==> config.mk <==
export PLATFORM = sky130hd
export DESIGN_NAME = prot_supervisor
export DESIGN_NICKNAME = d
export VERILOG_FILES = /design/src/verilog/prot_pkg.sv /design/src/verilog/torque_detect.sv /design/src/verilog/prot_supervisor.sv
export VERILOG_INCLUDE_DIRS = /design/src /design/src/verilog
export SDC_FILE = /design/constraint.sdc
export NUM_CORES = 1
export LEC_CHECK = 0
export BUFFER_PORTS_ARGS = -buffer_cell sky130_fd_sc_hd__buf_2
export CORE_ASPECT_RATIO = 1.1
export CORE_UTILIZATION = 45
export CTS_BUF_LIST = sky130_fd_sc_hd__clkbuf_8
export CTS_CLUSTER_DIAMETER = 50
export DETAILED_ROUTE_END_ITERATION = 10
export GPL_ROUTABILITY_DRIVEN = 0
export SKIP_CTS_REPAIR_TIMING = 1
export SLEW_MARGIN = 20
export SYNTH_ARGS = -nofsm -noshare
export SYNTH_HDL_FRONTEND = slang
export SYNTH_SLANG_ARGS = --single-unit
==> constraint.sdc <==
create_clock -name mclk -period 4.56 [get_ports mclk]
set_clock_uncertainty 0.2 [all_clocks]
set_input_delay 0.456 -clock mclk [delete_from_list [all_inputs] [get_ports mclk]]
set_output_delay 0.456 -clock mclk [all_outputs]
set_load 0.01 [all_outputs]
==> src/verilog/prot_defs.svh <==
// constants of the protection supervisor: register map, fields, defaults, timing
// assumes inclusion by bare name from the detector, supervisor and bench modules
`ifndef PROT_DEFS_SVH
`define PROT_DEFS_SVH
// register indices on the plain register port
`define A_STALL_SEL 5'h00
`define A_DEC_LVL 5'h01
`define A_RUN_LVL 5'h02
`define A_RUN_TIME 5'h03
`define A_OL_SEL 5'h04
`define A_OL_ACT 5'h05
`define A_AVR 5'h06
`define A_PHASE_EN 5'h07
`define A_OT_CFG 5'h08
`define A_OT_LVL 5'h09
`define A_OT_TIME 5'h0a
`define A_LT_CFG 5'h0b
`define A_LT_LVL 5'h0c
`define A_LT_TIME 5'h0d
`define A_RELAY_FN 5'h0e
`define A_CTRL_MODE 5'h0f
`define A_CMD 5'h10
`define A_STATUS 5'h11
`define A_THERMAL 5'h12
// field positions
`define SS_DEC_OFF 1
`define SS_RUN_OFF 2
`define SS_RUN_DEC2 3
`define OLS_EN 0
`define OLS_HOT 1
`define OLS_INV 2
// reset values
`define RST_STALL_SEL 4'h0
`define RST_RUN_LVL 8'h96
`define RST_RUN_TIME 7'h64
`define RST_OT_LVL 9'h096
`define RST_LT_LVL 9'h01e
`define RST_DET_TIME 7'h01
// deceleration stall defaults in volts
`define DEC_200_SMALL 10'h18b
`define DEC_200_BIG 10'h181
`define DEC_400_LOWIN 10'h2a8
`define DEC_400_SMALL 10'h316
`define DEC_400_BIG 10'h302
// thresholds in percent
`define RUN_HYST_PCT 8'h02
`define IPL_MIN_PCT 9'h01e
`define OPL_MIN_PCT 9'h00a
`define OL_PICK_PCT 9'h064
`define OL_REL_PCT 9'h064
// thermal limits in milliseconds of overload
`define OL_TH_COLD 16'hc350
`define OL_TH_HOT 16'h61a8
// relay function codes
`define RLY_OVER_TQ 5'h0c
`define RLY_LOW_TQ 5'h19
// timing
`define CLK_NS 10
`define MS_NS 1000000
`define MS_PER_TENTH 14'h0064
`endif

==> src/verilog/prot_pkg.sv <==
// types of the protection supervisor
// assumes prot_defs.svh on the include path
package prot_pkg;
  typedef enum logic [1:0] {
    vf_mode = 2'h0,
    vf_encoder_feedback = 2'h1,
    sensorless_vector_mode = 2'h2,
    sensor_vector_mode = 2'h3
  } ctrl_mode_t;
  typedef enum logic [1:0] {
    det_off = 2'h0,
    det_at_freq = 2'h1,
    det_running = 2'h2
  } det_sel_t;
  typedef enum logic [1:0] {
    act_decel = 2'h0,
    act_warn = 2'h1,
    act_coast = 2'h2
  } det_act_t;
  typedef enum logic [1:0] {
    rs_idle = 2'h0,
    rs_timing = 2'h1,
    rs_reduce = 2'h3
  } run_st_t;
endpackage : prot_pkg

==> src/verilog/torque_detect.sv <==
// over- or low-torque detector: level compare held for a time in tenths of a second
// assumes a one-cycle millisecond tick from the supervisor
`timescale 1ns/1ps
`default_nettype none
`include "prot_defs.svh"
module torque_detect import prot_pkg::*; (
  // clock and reset
  input wire logic mclk,
  input wire logic resetn,
  // timing and drive state
  input wire logic ms_tick,
  input wire logic running,
  input wire logic at_freq,
  // setup
  input wire logic under,
  input wire logic [1:0] sel,
  input wire logic [8:0] level,
  input wire logic [6:0] tenths,
  // measurement and result
  input wire logic [8:0] meas,
  output logic det_q
);
  logic armed;
  logic beyond;
  logic [13:0] limit;
  logic [13:0] cnt_q;

  always_comb begin
    unique case (sel)
      det_at_freq: armed = running && at_freq;
      det_running: armed = running;
      default: armed = 1'b0;
    endcase
  end
  assign beyond = armed && (under ? (meas < level) : (meas > level));
  assign limit = 14'(tenths) * `MS_PER_TENTH;

  // restarts whenever the condition clears
  always_ff @(posedge mclk or negedge resetn) begin
    if (!resetn) begin
      cnt_q <= 14'h0000;
      det_q <= 1'b0;
    end else if (!beyond) begin
      cnt_q <= 14'h0000;
      det_q <= 1'b0;
    end else begin
      if (ms_tick && cnt_q < limit) begin
        cnt_q <= cnt_q + 14'h0001;
      end
      det_q <= cnt_q >= limit;
    end
  end
endmodule : torque_detect
`default_nettype wire

==> src/verilog/prot_supervisor.sv <==
// protection supervisor of a motor inverter: stall hold, overload, phase loss, torque
// assumes measurements and ramp state come from logic on mclk; ext_reset_n is a pin
//
// How it works
// - decelerating with stall enabled, hold ramp while bus voltage above level.
// - deceleration stall level resets to a default picked by model straps.
// - running stall acts only in volts-per-hertz modes, never in vector modes.
// - current above running level past detection time reduces frequency, decel 1/2.
// - reduction ends once current falls to running level minus two percent.
// - overload field: enable, hot start, inverter-duty curve, bit3 unused.
// - thermal value starts fresh at every power-up.
// - overload action 0 blocks output, flags overload until fault reset.
// - overload action 1 keeps running, flags overload until current drops.
// - regulation setting 0 compensates output voltage, 1 follows input.
// - enabled input phase loss faults, drives fault contact, coasts.
// - input phase loss ignored below thirty percent rated current.
// - enabled output phase loss faults, drives fault contact, coasts.
// - output phase loss ignored below ten percent rated current.
// - over-torque select: off, after set frequency, whenever running.
// - over-torque action: decelerate to stop, warn, coast to stop.
// - over-torque level 0 to 300 percent, time 0.0 to 10.0 s.
// - low-torque select: off, after set frequency, whenever running.
// - low-torque action: decelerate to stop, warn, coast to stop.
// - low-torque level 0 to 300 percent, time 0.0 to 10.0 s.
// - torque levels use rated current in volts-per-hertz, rated torque in vector.
// - relay function codes 12 and 25 output over- and low-torque states.
`timescale 1ns/1ps
`default_nettype none
`include "prot_defs.svh"
module prot_supervisor import prot_pkg::*; #(
  parameter int unsigned MS_CYC = `MS_NS / `CLK_NS
) (
  // clock and reset
  input wire logic mclk,
  input wire logic resetn,
  // register port
  input wire logic [4:0] reg_addr,
  input wire logic [15:0] reg_wdata,
  input wire logic reg_wr,
  input wire logic reg_rd,
  output logic [15:0] reg_rdata,
  // model straps, static
  input wire logic strap_400v,
  input wire logic strap_vin_hi,
  input wire logic strap_big,
  // reset terminal pin
  input wire logic ext_reset_n,
  // measurements and ramp state
  input wire logic [9:0] bus_volt,
  input wire logic [8:0] cur_pct,
  input wire logic [8:0] trq_pct,
  input wire logic running,
  input wire logic decelerating,
  input wire logic at_freq,
  input wire logic low_speed,
  input wire logic in_phase_lost,
  input wire logic out_phase_lost,
  // ramp commands
  output logic ramp_hold_q,
  output logic ramp_reduce_q,
  output logic use_decel2_q,
  output logic out_block_q,
  output logic coast_stop_q,
  output logic decel_stop_q,
  // indications
  output logic fault_contact_q,
  output logic warn_q,
  output logic motor_overload_fault_q,
  output logic input_phase_loss_fault_q,
  output logic output_phase_loss_fault_q,
  output logic output_voltage_regulation_q,
  output logic relay1_q,
  output logic relay2_q
);
  // ----------------------------------------
  // registers
  // ----------------------------------------
  logic [3:0] stall_sel_q, ol_sel_q, ot_cfg_q, lt_cfg_q;
  logic [9:0] dec_lvl_q;
  logic [7:0] run_lvl_q;
  logic [6:0] run_time_q, ot_time_q, lt_time_q;
  logic [8:0] ot_lvl_q, lt_lvl_q;
  logic ol_act_q, avr_off_q, ipl_en_q, opl_en_q, init_q, sw_reset_q;
  logic [4:0] rly1_fn_q, rly2_fn_q;
  ctrl_mode_t mode_q;
  logic [15:0] th_q;
  logic ot_det, lt_det;

  function automatic logic wr_at(input logic [4:0] a);
    wr_at = reg_wr && reg_addr == a;
  endfunction : wr_at

  function automatic logic relay_fn(input logic [4:0] fn, input logic ot, input logic lt);
    relay_fn = (fn == `RLY_OVER_TQ && ot) || (fn == `RLY_LOW_TQ && lt);
  endfunction : relay_fn

  // straps are caught on the first edge after release
  always_ff @(posedge mclk or negedge resetn) begin
    if (!resetn) begin
      init_q <= 1'b0;
      dec_lvl_q <= 10'h000;
    end else begin
      init_q <= 1'b1;
      if (!init_q) begin
        if (!strap_400v) begin
          dec_lvl_q <= strap_big ? `DEC_200_BIG : `DEC_200_SMALL;
        end else if (!strap_vin_hi) begin
          dec_lvl_q <= `DEC_400_LOWIN;
        end else begin
          dec_lvl_q <= strap_big ? `DEC_400_BIG : `DEC_400_SMALL;
        end
      end else if (wr_at(`A_DEC_LVL)) begin
        dec_lvl_q <= reg_wdata[9:0];
      end
    end
  end

  always_ff @(posedge mclk or negedge resetn) begin
    if (!resetn) begin
      stall_sel_q <= `RST_STALL_SEL;
      run_lvl_q <= `RST_RUN_LVL;
      run_time_q <= `RST_RUN_TIME;
      ol_sel_q <= 4'h1;
      ol_act_q <= 1'b0;
      avr_off_q <= 1'b0;
      ipl_en_q <= 1'b1;
      opl_en_q <= 1'b1;
      ot_cfg_q <= 4'h0;
      lt_cfg_q <= 4'h0;
      ot_lvl_q <= `RST_OT_LVL;
      lt_lvl_q <= `RST_LT_LVL;
      ot_time_q <= `RST_DET_TIME;
      lt_time_q <= `RST_DET_TIME;
      rly1_fn_q <= 5'h00;
      rly2_fn_q <= 5'h00;
      mode_q <= vf_mode;
      sw_reset_q <= 1'b0;
    end else begin
      sw_reset_q <= wr_at(`A_CMD) && reg_wdata[0];
      if (wr_at(`A_STALL_SEL)) stall_sel_q <= reg_wdata[3:0];
      if (wr_at(`A_RUN_LVL)) run_lvl_q <= reg_wdata[7:0];
      if (wr_at(`A_RUN_TIME)) run_time_q <= reg_wdata[6:0];
      if (wr_at(`A_OL_SEL)) ol_sel_q <= {1'b0, reg_wdata[2:0]};
      if (wr_at(`A_OL_ACT)) ol_act_q <= reg_wdata[0];
      if (wr_at(`A_AVR)) avr_off_q <= reg_wdata[0];
      if (wr_at(`A_PHASE_EN)) begin
        ipl_en_q <= reg_wdata[0];
        opl_en_q <= reg_wdata[1];
      end
      if (wr_at(`A_OT_CFG)) ot_cfg_q <= reg_wdata[3:0];
      if (wr_at(`A_LT_CFG)) lt_cfg_q <= reg_wdata[3:0];
      if (wr_at(`A_OT_LVL)) ot_lvl_q <= reg_wdata[8:0];
      if (wr_at(`A_LT_LVL)) lt_lvl_q <= reg_wdata[8:0];
      if (wr_at(`A_OT_TIME)) ot_time_q <= reg_wdata[6:0];
      if (wr_at(`A_LT_TIME)) lt_time_q <= reg_wdata[6:0];
      if (wr_at(`A_RELAY_FN)) begin
        rly1_fn_q <= reg_wdata[4:0];
        rly2_fn_q <= reg_wdata[12:8];
      end
      if (wr_at(`A_CTRL_MODE)) mode_q <= ctrl_mode_t'(reg_wdata[1:0]);
    end
  end

  // read data stand one cycle, zero otherwise
  always_ff @(posedge mclk or negedge resetn) begin
    if (!resetn) begin
      reg_rdata <= 16'h0000;
    end else if (!reg_rd) begin
      reg_rdata <= 16'h0000;
    end else begin
      unique case (reg_addr)
        `A_STALL_SEL: reg_rdata <= {12'h000, stall_sel_q};
        `A_DEC_LVL: reg_rdata <= {6'h00, dec_lvl_q};
        `A_RUN_LVL: reg_rdata <= {8'h00, run_lvl_q};
        `A_RUN_TIME: reg_rdata <= {9'h000, run_time_q};
        `A_OL_SEL: reg_rdata <= {12'h000, ol_sel_q};
        `A_OL_ACT: reg_rdata <= {15'h0000, ol_act_q};
        `A_AVR: reg_rdata <= {15'h0000, avr_off_q};
        `A_PHASE_EN: reg_rdata <= {14'h0000, opl_en_q, ipl_en_q};
        `A_OT_CFG: reg_rdata <= {12'h000, ot_cfg_q};
        `A_OT_LVL: reg_rdata <= {7'h00, ot_lvl_q};
        `A_OT_TIME: reg_rdata <= {9'h000, ot_time_q};
        `A_LT_CFG: reg_rdata <= {12'h000, lt_cfg_q};
        `A_LT_LVL: reg_rdata <= {7'h00, lt_lvl_q};
        `A_LT_TIME: reg_rdata <= {9'h000, lt_time_q};
        `A_RELAY_FN: reg_rdata <= {3'h0, rly2_fn_q, 3'h0, rly1_fn_q};
        `A_CTRL_MODE: reg_rdata <= {14'h0000, mode_q};
        `A_STATUS: reg_rdata <= {5'h00, lt_det, ot_det, warn_q, fault_contact_q,
          output_phase_loss_fault_q, input_phase_loss_fault_q,
          motor_overload_fault_q, out_block_q, ramp_reduce_q, ramp_hold_q,
          coast_stop_q};
        `A_THERMAL: reg_rdata <= th_q;
        default: reg_rdata <= 16'h0000;
      endcase
    end
  end

  // ----------------------------------------
  // reset terminal and millisecond tick
  // ----------------------------------------
  logic [2:0] xr_q;
  logic xr_stable_q, ext_rst_q, fault_reset;
  logic [16:0] pre_q;
  logic ms_tick_q;

  always_ff @(posedge mclk or negedge resetn) begin
    if (!resetn) begin
      xr_q <= 3'h7;
      xr_stable_q <= 1'b1;
      ext_rst_q <= 1'b0;
    end else begin
      xr_q <= {xr_q[1:0], ext_reset_n};
      if (xr_q[1] == xr_q[2]) xr_stable_q <= xr_q[2];
      ext_rst_q <= xr_stable_q && xr_q[1] == xr_q[2] && !xr_q[2];
    end
  end
  assign fault_reset = sw_reset_q || ext_rst_q;

  always_ff @(posedge mclk or negedge resetn) begin
    if (!resetn) begin
      pre_q <= 17'h00000;
      ms_tick_q <= 1'b0;
    end else begin
      ms_tick_q <= pre_q == 17'(MS_CYC - 1);
      pre_q <= (pre_q == 17'(MS_CYC - 1)) ? 17'h00000 : pre_q + 17'h00001;
    end
  end

  // ----------------------------------------
  // stall prevention
  // ----------------------------------------
  logic vf_ctrl, run_stall_on;
  logic [7:0] run_cnt_q;
  run_st_t rs_q;

  assign vf_ctrl = mode_q == vf_mode || mode_q == vf_encoder_feedback;
  assign run_stall_on = !stall_sel_q[`SS_RUN_OFF] && vf_ctrl && running;

  always_ff @(posedge mclk or negedge resetn) begin
    if (!resetn) begin
      ramp_hold_q <= 1'b0;
    end else begin
      ramp_hold_q <= decelerating && !stall_sel_q[`SS_DEC_OFF] && bus_volt > dec_lvl_q;
    end
  end

  always_ff @(posedge mclk or negedge resetn) begin
    if (!resetn) begin
      rs_q <= rs_idle;
      run_cnt_q <= 8'h00;
      ramp_reduce_q <= 1'b0;
      use_decel2_q <= 1'b0;
    end else begin
      use_decel2_q <= stall_sel_q[`SS_RUN_DEC2];
      unique case (rs_q)
        rs_idle: begin
          run_cnt_q <= 8'h00;
          if (run_stall_on && {1'b0, cur_pct} > {2'b00, run_lvl_q}) rs_q <= rs_timing;
        end
        rs_timing: begin
          if (!run_stall_on || {1'b0, cur_pct} <= {2'b00, run_lvl_q}) begin
            rs_q <= rs_idle;
          end else if ({1'b0, run_cnt_q} >= {2'b00, run_time_q}) begin
            rs_q <= rs_reduce;
            ramp_reduce_q <= 1'b1;
          end else if (ms_tick_q) begin
            run_cnt_q <= run_cnt_q + 8'h01;
          end
        end
        rs_reduce: begin
          if (!run_stall_on ||
              {1'b0, cur_pct} + {2'b00, `RUN_HYST_PCT} <= {2'b00, run_lvl_q}) begin
            rs_q <= rs_idle;
            ramp_reduce_q <= 1'b0;
          end
        end
        default: begin
          rs_q <= rs_idle;
          ramp_reduce_q <= 1'b0;
        end
      endcase
    end
  end

  // ----------------------------------------
  // motor overload and voltage regulation
  // ----------------------------------------
  logic ol_trip, ol_over;
  logic [15:0] th_lim;

  assign ol_over = cur_pct > `OL_PICK_PCT;
  assign th_lim = ol_sel_q[`OLS_HOT] ? `OL_TH_HOT : `OL_TH_COLD;
  assign ol_trip = ol_sel_q[`OLS_EN] && th_q >= th_lim;

  // accumulator clears only at power-up; standard motors heat faster at low speed
  always_ff @(posedge mclk or negedge resetn) begin
    if (!resetn) begin
      th_q <= 16'h0000;
    end else if (ms_tick_q) begin
      if (ol_over && th_q < 16'hfffd) begin
        th_q <= th_q + ((!ol_sel_q[`OLS_INV] && low_speed) ? 16'h0002 : 16'h0001);
      end else if (!ol_over && th_q != 16'h0000) begin
        th_q <= th_q - 16'h0001;
      end
    end
  end

  always_ff @(posedge mclk or negedge resetn) begin
    if (!resetn) begin
      motor_overload_fault_q <= 1'b0;
      output_voltage_regulation_q <= 1'b1;
    end else begin
      output_voltage_regulation_q <= !avr_off_q;
      // warn mode lets go as soon as current is low, even while still hot
      if (ol_trip && (!ol_act_q || cur_pct >= `OL_REL_PCT)) begin
        motor_overload_fault_q <= 1'b1;
      end else if (!ol_act_q && fault_reset) begin
        motor_overload_fault_q <= 1'b0;
      end else if (ol_act_q && cur_pct < `OL_REL_PCT) begin
        motor_overload_fault_q <= 1'b0;
      end
    end
  end

  // ----------------------------------------
  // phase loss and torque detection
  // ----------------------------------------
  logic ipl_hit, opl_hit, vec_mode;
  logic [8:0] tq_meas;

  assign ipl_hit = ipl_en_q && in_phase_lost && cur_pct >= `IPL_MIN_PCT;
  assign opl_hit = opl_en_q && out_phase_lost && cur_pct >= `OPL_MIN_PCT;
  assign vec_mode = !vf_ctrl;
  assign tq_meas = vec_mode ? trq_pct : cur_pct;

  torque_detect u_over (
    .mclk(mclk), .resetn(resetn), .ms_tick(ms_tick_q), .running(running),
    .at_freq(at_freq), .under(1'b0), .sel(ot_cfg_q[1:0]), .level(ot_lvl_q),
    .tenths(ot_time_q), .meas(tq_meas), .det_q(ot_det)
  );
  torque_detect u_low (
    .mclk(mclk), .resetn(resetn), .ms_tick(ms_tick_q), .running(running),
    .at_freq(at_freq), .under(1'b1), .sel(lt_cfg_q[1:0]), .level(lt_lvl_q),
    .tenths(lt_time_q), .meas(tq_meas), .det_q(lt_det)
  );

  logic ot_coast, ot_decel, lt_coast, lt_decel, tq_warn;
  assign ot_coast = ot_det && ot_cfg_q[3:2] == act_coast;
  assign ot_decel = ot_det && ot_cfg_q[3:2] == act_decel;
  assign lt_coast = lt_det && lt_cfg_q[3:2] == act_coast;
  assign lt_decel = lt_det && lt_cfg_q[3:2] == act_decel;
  assign tq_warn = (ot_det && ot_cfg_q[3:2] == act_warn) || (lt_det && lt_cfg_q[3:2] == act_warn);

  // latched trips: a new event wins over a simultaneous reset
  always_ff @(posedge mclk or negedge resetn) begin
    if (!resetn) begin
      input_phase_loss_fault_q <= 1'b0;
      output_phase_loss_fault_q <= 1'b0;
      coast_stop_q <= 1'b0;
      decel_stop_q <= 1'b0;
    end else begin
      input_phase_loss_fault_q <= ipl_hit || (input_phase_loss_fault_q && !fault_reset);
      output_phase_loss_fault_q <= opl_hit || (output_phase_loss_fault_q && !fault_reset);
      coast_stop_q <= ipl_hit || opl_hit || ot_coast || lt_coast ||
        (coast_stop_q && !fault_reset);
      decel_stop_q <= ot_decel || lt_decel || (decel_stop_q && !fault_reset);
    end
  end

  always_ff @(posedge mclk or negedge resetn) begin
    if (!resetn) begin
      out_block_q <= 1'b0;
      fault_contact_q <= 1'b0;
      warn_q <= 1'b0;
      relay1_q <= 1'b0;
      relay2_q <= 1'b0;
    end else begin
      out_block_q <= (ol_trip && !ol_act_q) || (out_block_q && !fault_reset);
      fault_contact_q <= ipl_hit || opl_hit || (ol_trip && !ol_act_q) ||
        (fault_contact_q && !fault_reset);
      warn_q <= tq_warn || (motor_overload_fault_q && ol_act_q);
      relay1_q <= relay_fn(rly1_fn_q, ot_det, lt_det);
      relay2_q <= relay_fn(rly2_fn_q, ot_det, lt_det);
    end
  end
endmodule : prot_supervisor
`default_nettype wire

==> metrics.cfg <==
[setup_path]
cp_data_required_time_ns=4.79
critPathMaxFanout=20
critPathLaunchType=register
arrival_ns=4.66
endpoint_kind=register
worstSetupPathType=register to register

[logic_synthesis]
synthArstFlopShare_pct=100.0
syn_avg_cell_area_um2=10.13
synthCells=1320
synth_edf_count=0
yosys_warnings=0
syn_area_um2=13370
yosysUniqueCellTypes=78
syn_nets=1549
ys_seq_area_share_pct=37.49
synth-seq-cells=199
synthFlopType=dfrtp_1

[route]
drt_pass1_iterations=10
vias=10929
wl_per_cell_um=20.51
drt_iter0_markers=900
detail-route-antenna-nets=0
via_per_inst=6.045
drc_errors=5
wirelength_um=37080

[timing]
setup_tns_ns=0
setup_viol=0
slew_headroom_pct=28.12
tightest_slew_ns=1.076
fin_ws_ns=0.1330
clock.fmax_mhz=225.9
fin_hold_ws_ns=0.02490
rsz0062_at_grt=true
finalCriticalPeriod_ns=4.427
period_share_pct=97.08
maxSlewViolCount=0
finalHoldViolations=0

[clock_tree]
clock_latency_ns=0.51
cts.clk_slew.worst_paths_ns=0.14
ctsHtreeMaxLevel=4
cts_tree=yes
cts_root_buffer=clkbuf_8
cts_buffer_depth=2
cts_inserted_buffers=17
clock-sinks=199

[die]
core_um2=28950
rows=65
start_util_pct=46.17
die_area_um2=30400
die_w_um=166.3
io_pins=93
die_h_um=182.8

[finish]
nFillCells=2645
syn_to_final_growth_pct=12.85
fin_nets=1655
layout-drive-gt1-share_pct=22.79
ff_latch_area_um2=5012
multiInputGateArea_um2=8033

[grt]
globalRouteOverflowTotal=0
grt_pass1_vias=10393
antenna_found_initial=1
track_usage_pct=24.65
grt_pass1_wl_um=58250
grt_max_degree=88

[power]
peakVddDrop_mv=0.1742
cellPowerDensity_nw_per_um2=337.0
p_leak_nw=6.949

[status]
status=finished, violations left
violations=DRC

[placement]
place_ws_ns=-0.06715
port_buffers=89
place_hpwl_um=27630

[job]
maxCapViolCount=0

[min_path]
hp-class=primary input to register

flip-flops by register name, summed over array words and instances (netlist names), 5 cells and up:
signal and flops:
ot_time_q 7, lt_lvl_q 9, ot_lvl_q 9, reg_rdata 16, lt_time_q 7, rly1_fn_q 5
run_lvl_q 8, run_time_q 7, dec_lvl_q 10, run_cnt_q 8, th_q 16, rly2_fn_q 5
u_over.cnt_q 14, pre_q 17, u_low.cnt_q 14
cell type report:
cell class	instances	area share, %
Antenna cell	1	0.01659
Clock buffer	17	1.551
Clock inverter	15	1.169
Inverter	106	2.637
Multi-Input combinational cell	974	53.25
Sequential cell	199	33.23
Tap cell	368	3.052
Timing Repair Buffer	128	5.101
worst max-delay path, cell delays in order (launching register included):
cell and delay (ns):
dfrtp_1 0.45, ha_1 0.31, ha_1 0.30, ha_1 0.29
ha_1 0.30, a21o_1 0.17, a21oi_2 0.15, nor2b_1 0.06
o21a_1 0.20, nor2_2 0.11, xor2_1 0.16, ha_1 0.26
a21o_1 0.16, a21o_1 0.18, a21oi_2 0.16, o21ai_2 0.09
buf_12 0.15, or4_1 0.46, a21oi_1 0.17
per-layer routing:
layer / vias up / track usage (%) / wire length, um
li1: 5128 / - / -
met1: 5427 / 33.95 / 16760
met2: 311 / 38.65 / 17020
met3: 63 / 4.575 / 2237
met4: 0 / 9.185 / 1062
met5: - / 0 / 0
final timing paths:
check,startpoint,to,slack (ns),cells after the start
max,lt_time_q[1],u_low.cnt_q[2],0.13,18
min,decelerating,ramp_hold_q,0.02,2
max reg2reg,lt_time_q[1],u_low.cnt_q[2],0.13,18
min reg2reg,xr_q[0],xr_q[1],0.17,0
max in group asynchronous,resetn,ol_act_q,2.55,3
min in group asynchronous,resetn,pre_q[14],0.33,2
power breakdown:
part	switching, mW	internal (mW)	total (mW)
logic	0.888	0.775	1.66
registers	0.249	1.98	2.23
clock network	0.772	0.423	1.19
synth_stat cells, types with 11 or more instances:
library cell | number | share of area [%]
dfrtp_1 | 174 | 33
ha_1 | 161 | 15
inv_1 | 105 | 2.9
mux2_2 | 87 | 7.3
nand2_1 | 80 | 2.2
a21oi_1 | 69 | 2.6
nor2_1 | 58 | 1.6
o21ai_0 | 43 | 1.6
nand4_1 | 32 | 1.5
a21o_1 | 30 | 1.7
nand3_1 | 27 | 1.0
a22oi_1 | 26 | 1.5
dfstp_2 | 25 | 4.9
xor2_1 | 24 | 1.6
clkbuf_1 | 23 | 0.65
o211ai_1 | 23 | 1.3
mux2i_1 | 22 | 1.6
o31ai_1 | 21 | 1.2
xnor2_1 | 21 | 1.4
nand2b_1 | 19 | 0.89
or4_1 | 16 | 0.90
and3_1 | 15 | 0.70
nor2b_1 | 15 | 0.70
nor3_1 | 15 | 0.56
nor4_1 | 14 | 0.66
buf_2 | 13 | 0.49
o21a_1 | 12 | 0.67
a221oi_1 | 11 | 0.72
a31oi_1 | 11 | 0.51
through the flow:
step	util [%]	power, mW	area [um2]	instances
after floorplan	-	3.243	13370	1320
after global placement	49.42	3.731	14310	1763
after detailed placement	49.42	3.792	14310	1763
after CTS	50.84	4.990	14720	1795
after global routing	52.10	5.409	15090	1808
final	52.10	5.084	15090	1808
layout by cell type (no fill, tap or decap), types with 32 or more instances in the layout:
master   Yosys  final
dfrtp_1    174    173
ha_1       161    153
inv_1      105    105
buf_2       13     89
mux2_2      87     87
nand2_1     80     80
a21oi_1     69     59
nor2_1      58     55
o21ai_0     43     41
nand4_1     32     32
cell families after synthesis:
| family | count (synthesis) | share of synthesized area (%) |
|---|---|---|
| AOI/OAI and AO/OA | 312 | 16.07 |
| xor gates and xnor gates | 45 | 2.948 |
| adders and majority gates | 167 | 15.89 |
| buffers and inverters | 147 | 4.390 |
| DFF | 199 | 37.49 |
| muxes | 109 | 8.976 |
| other | 1 | 0.02805 |
| and+or+nand+nor | 340 | 14.21 |
No activity file was read; power rests on OpenSTA's default activity.
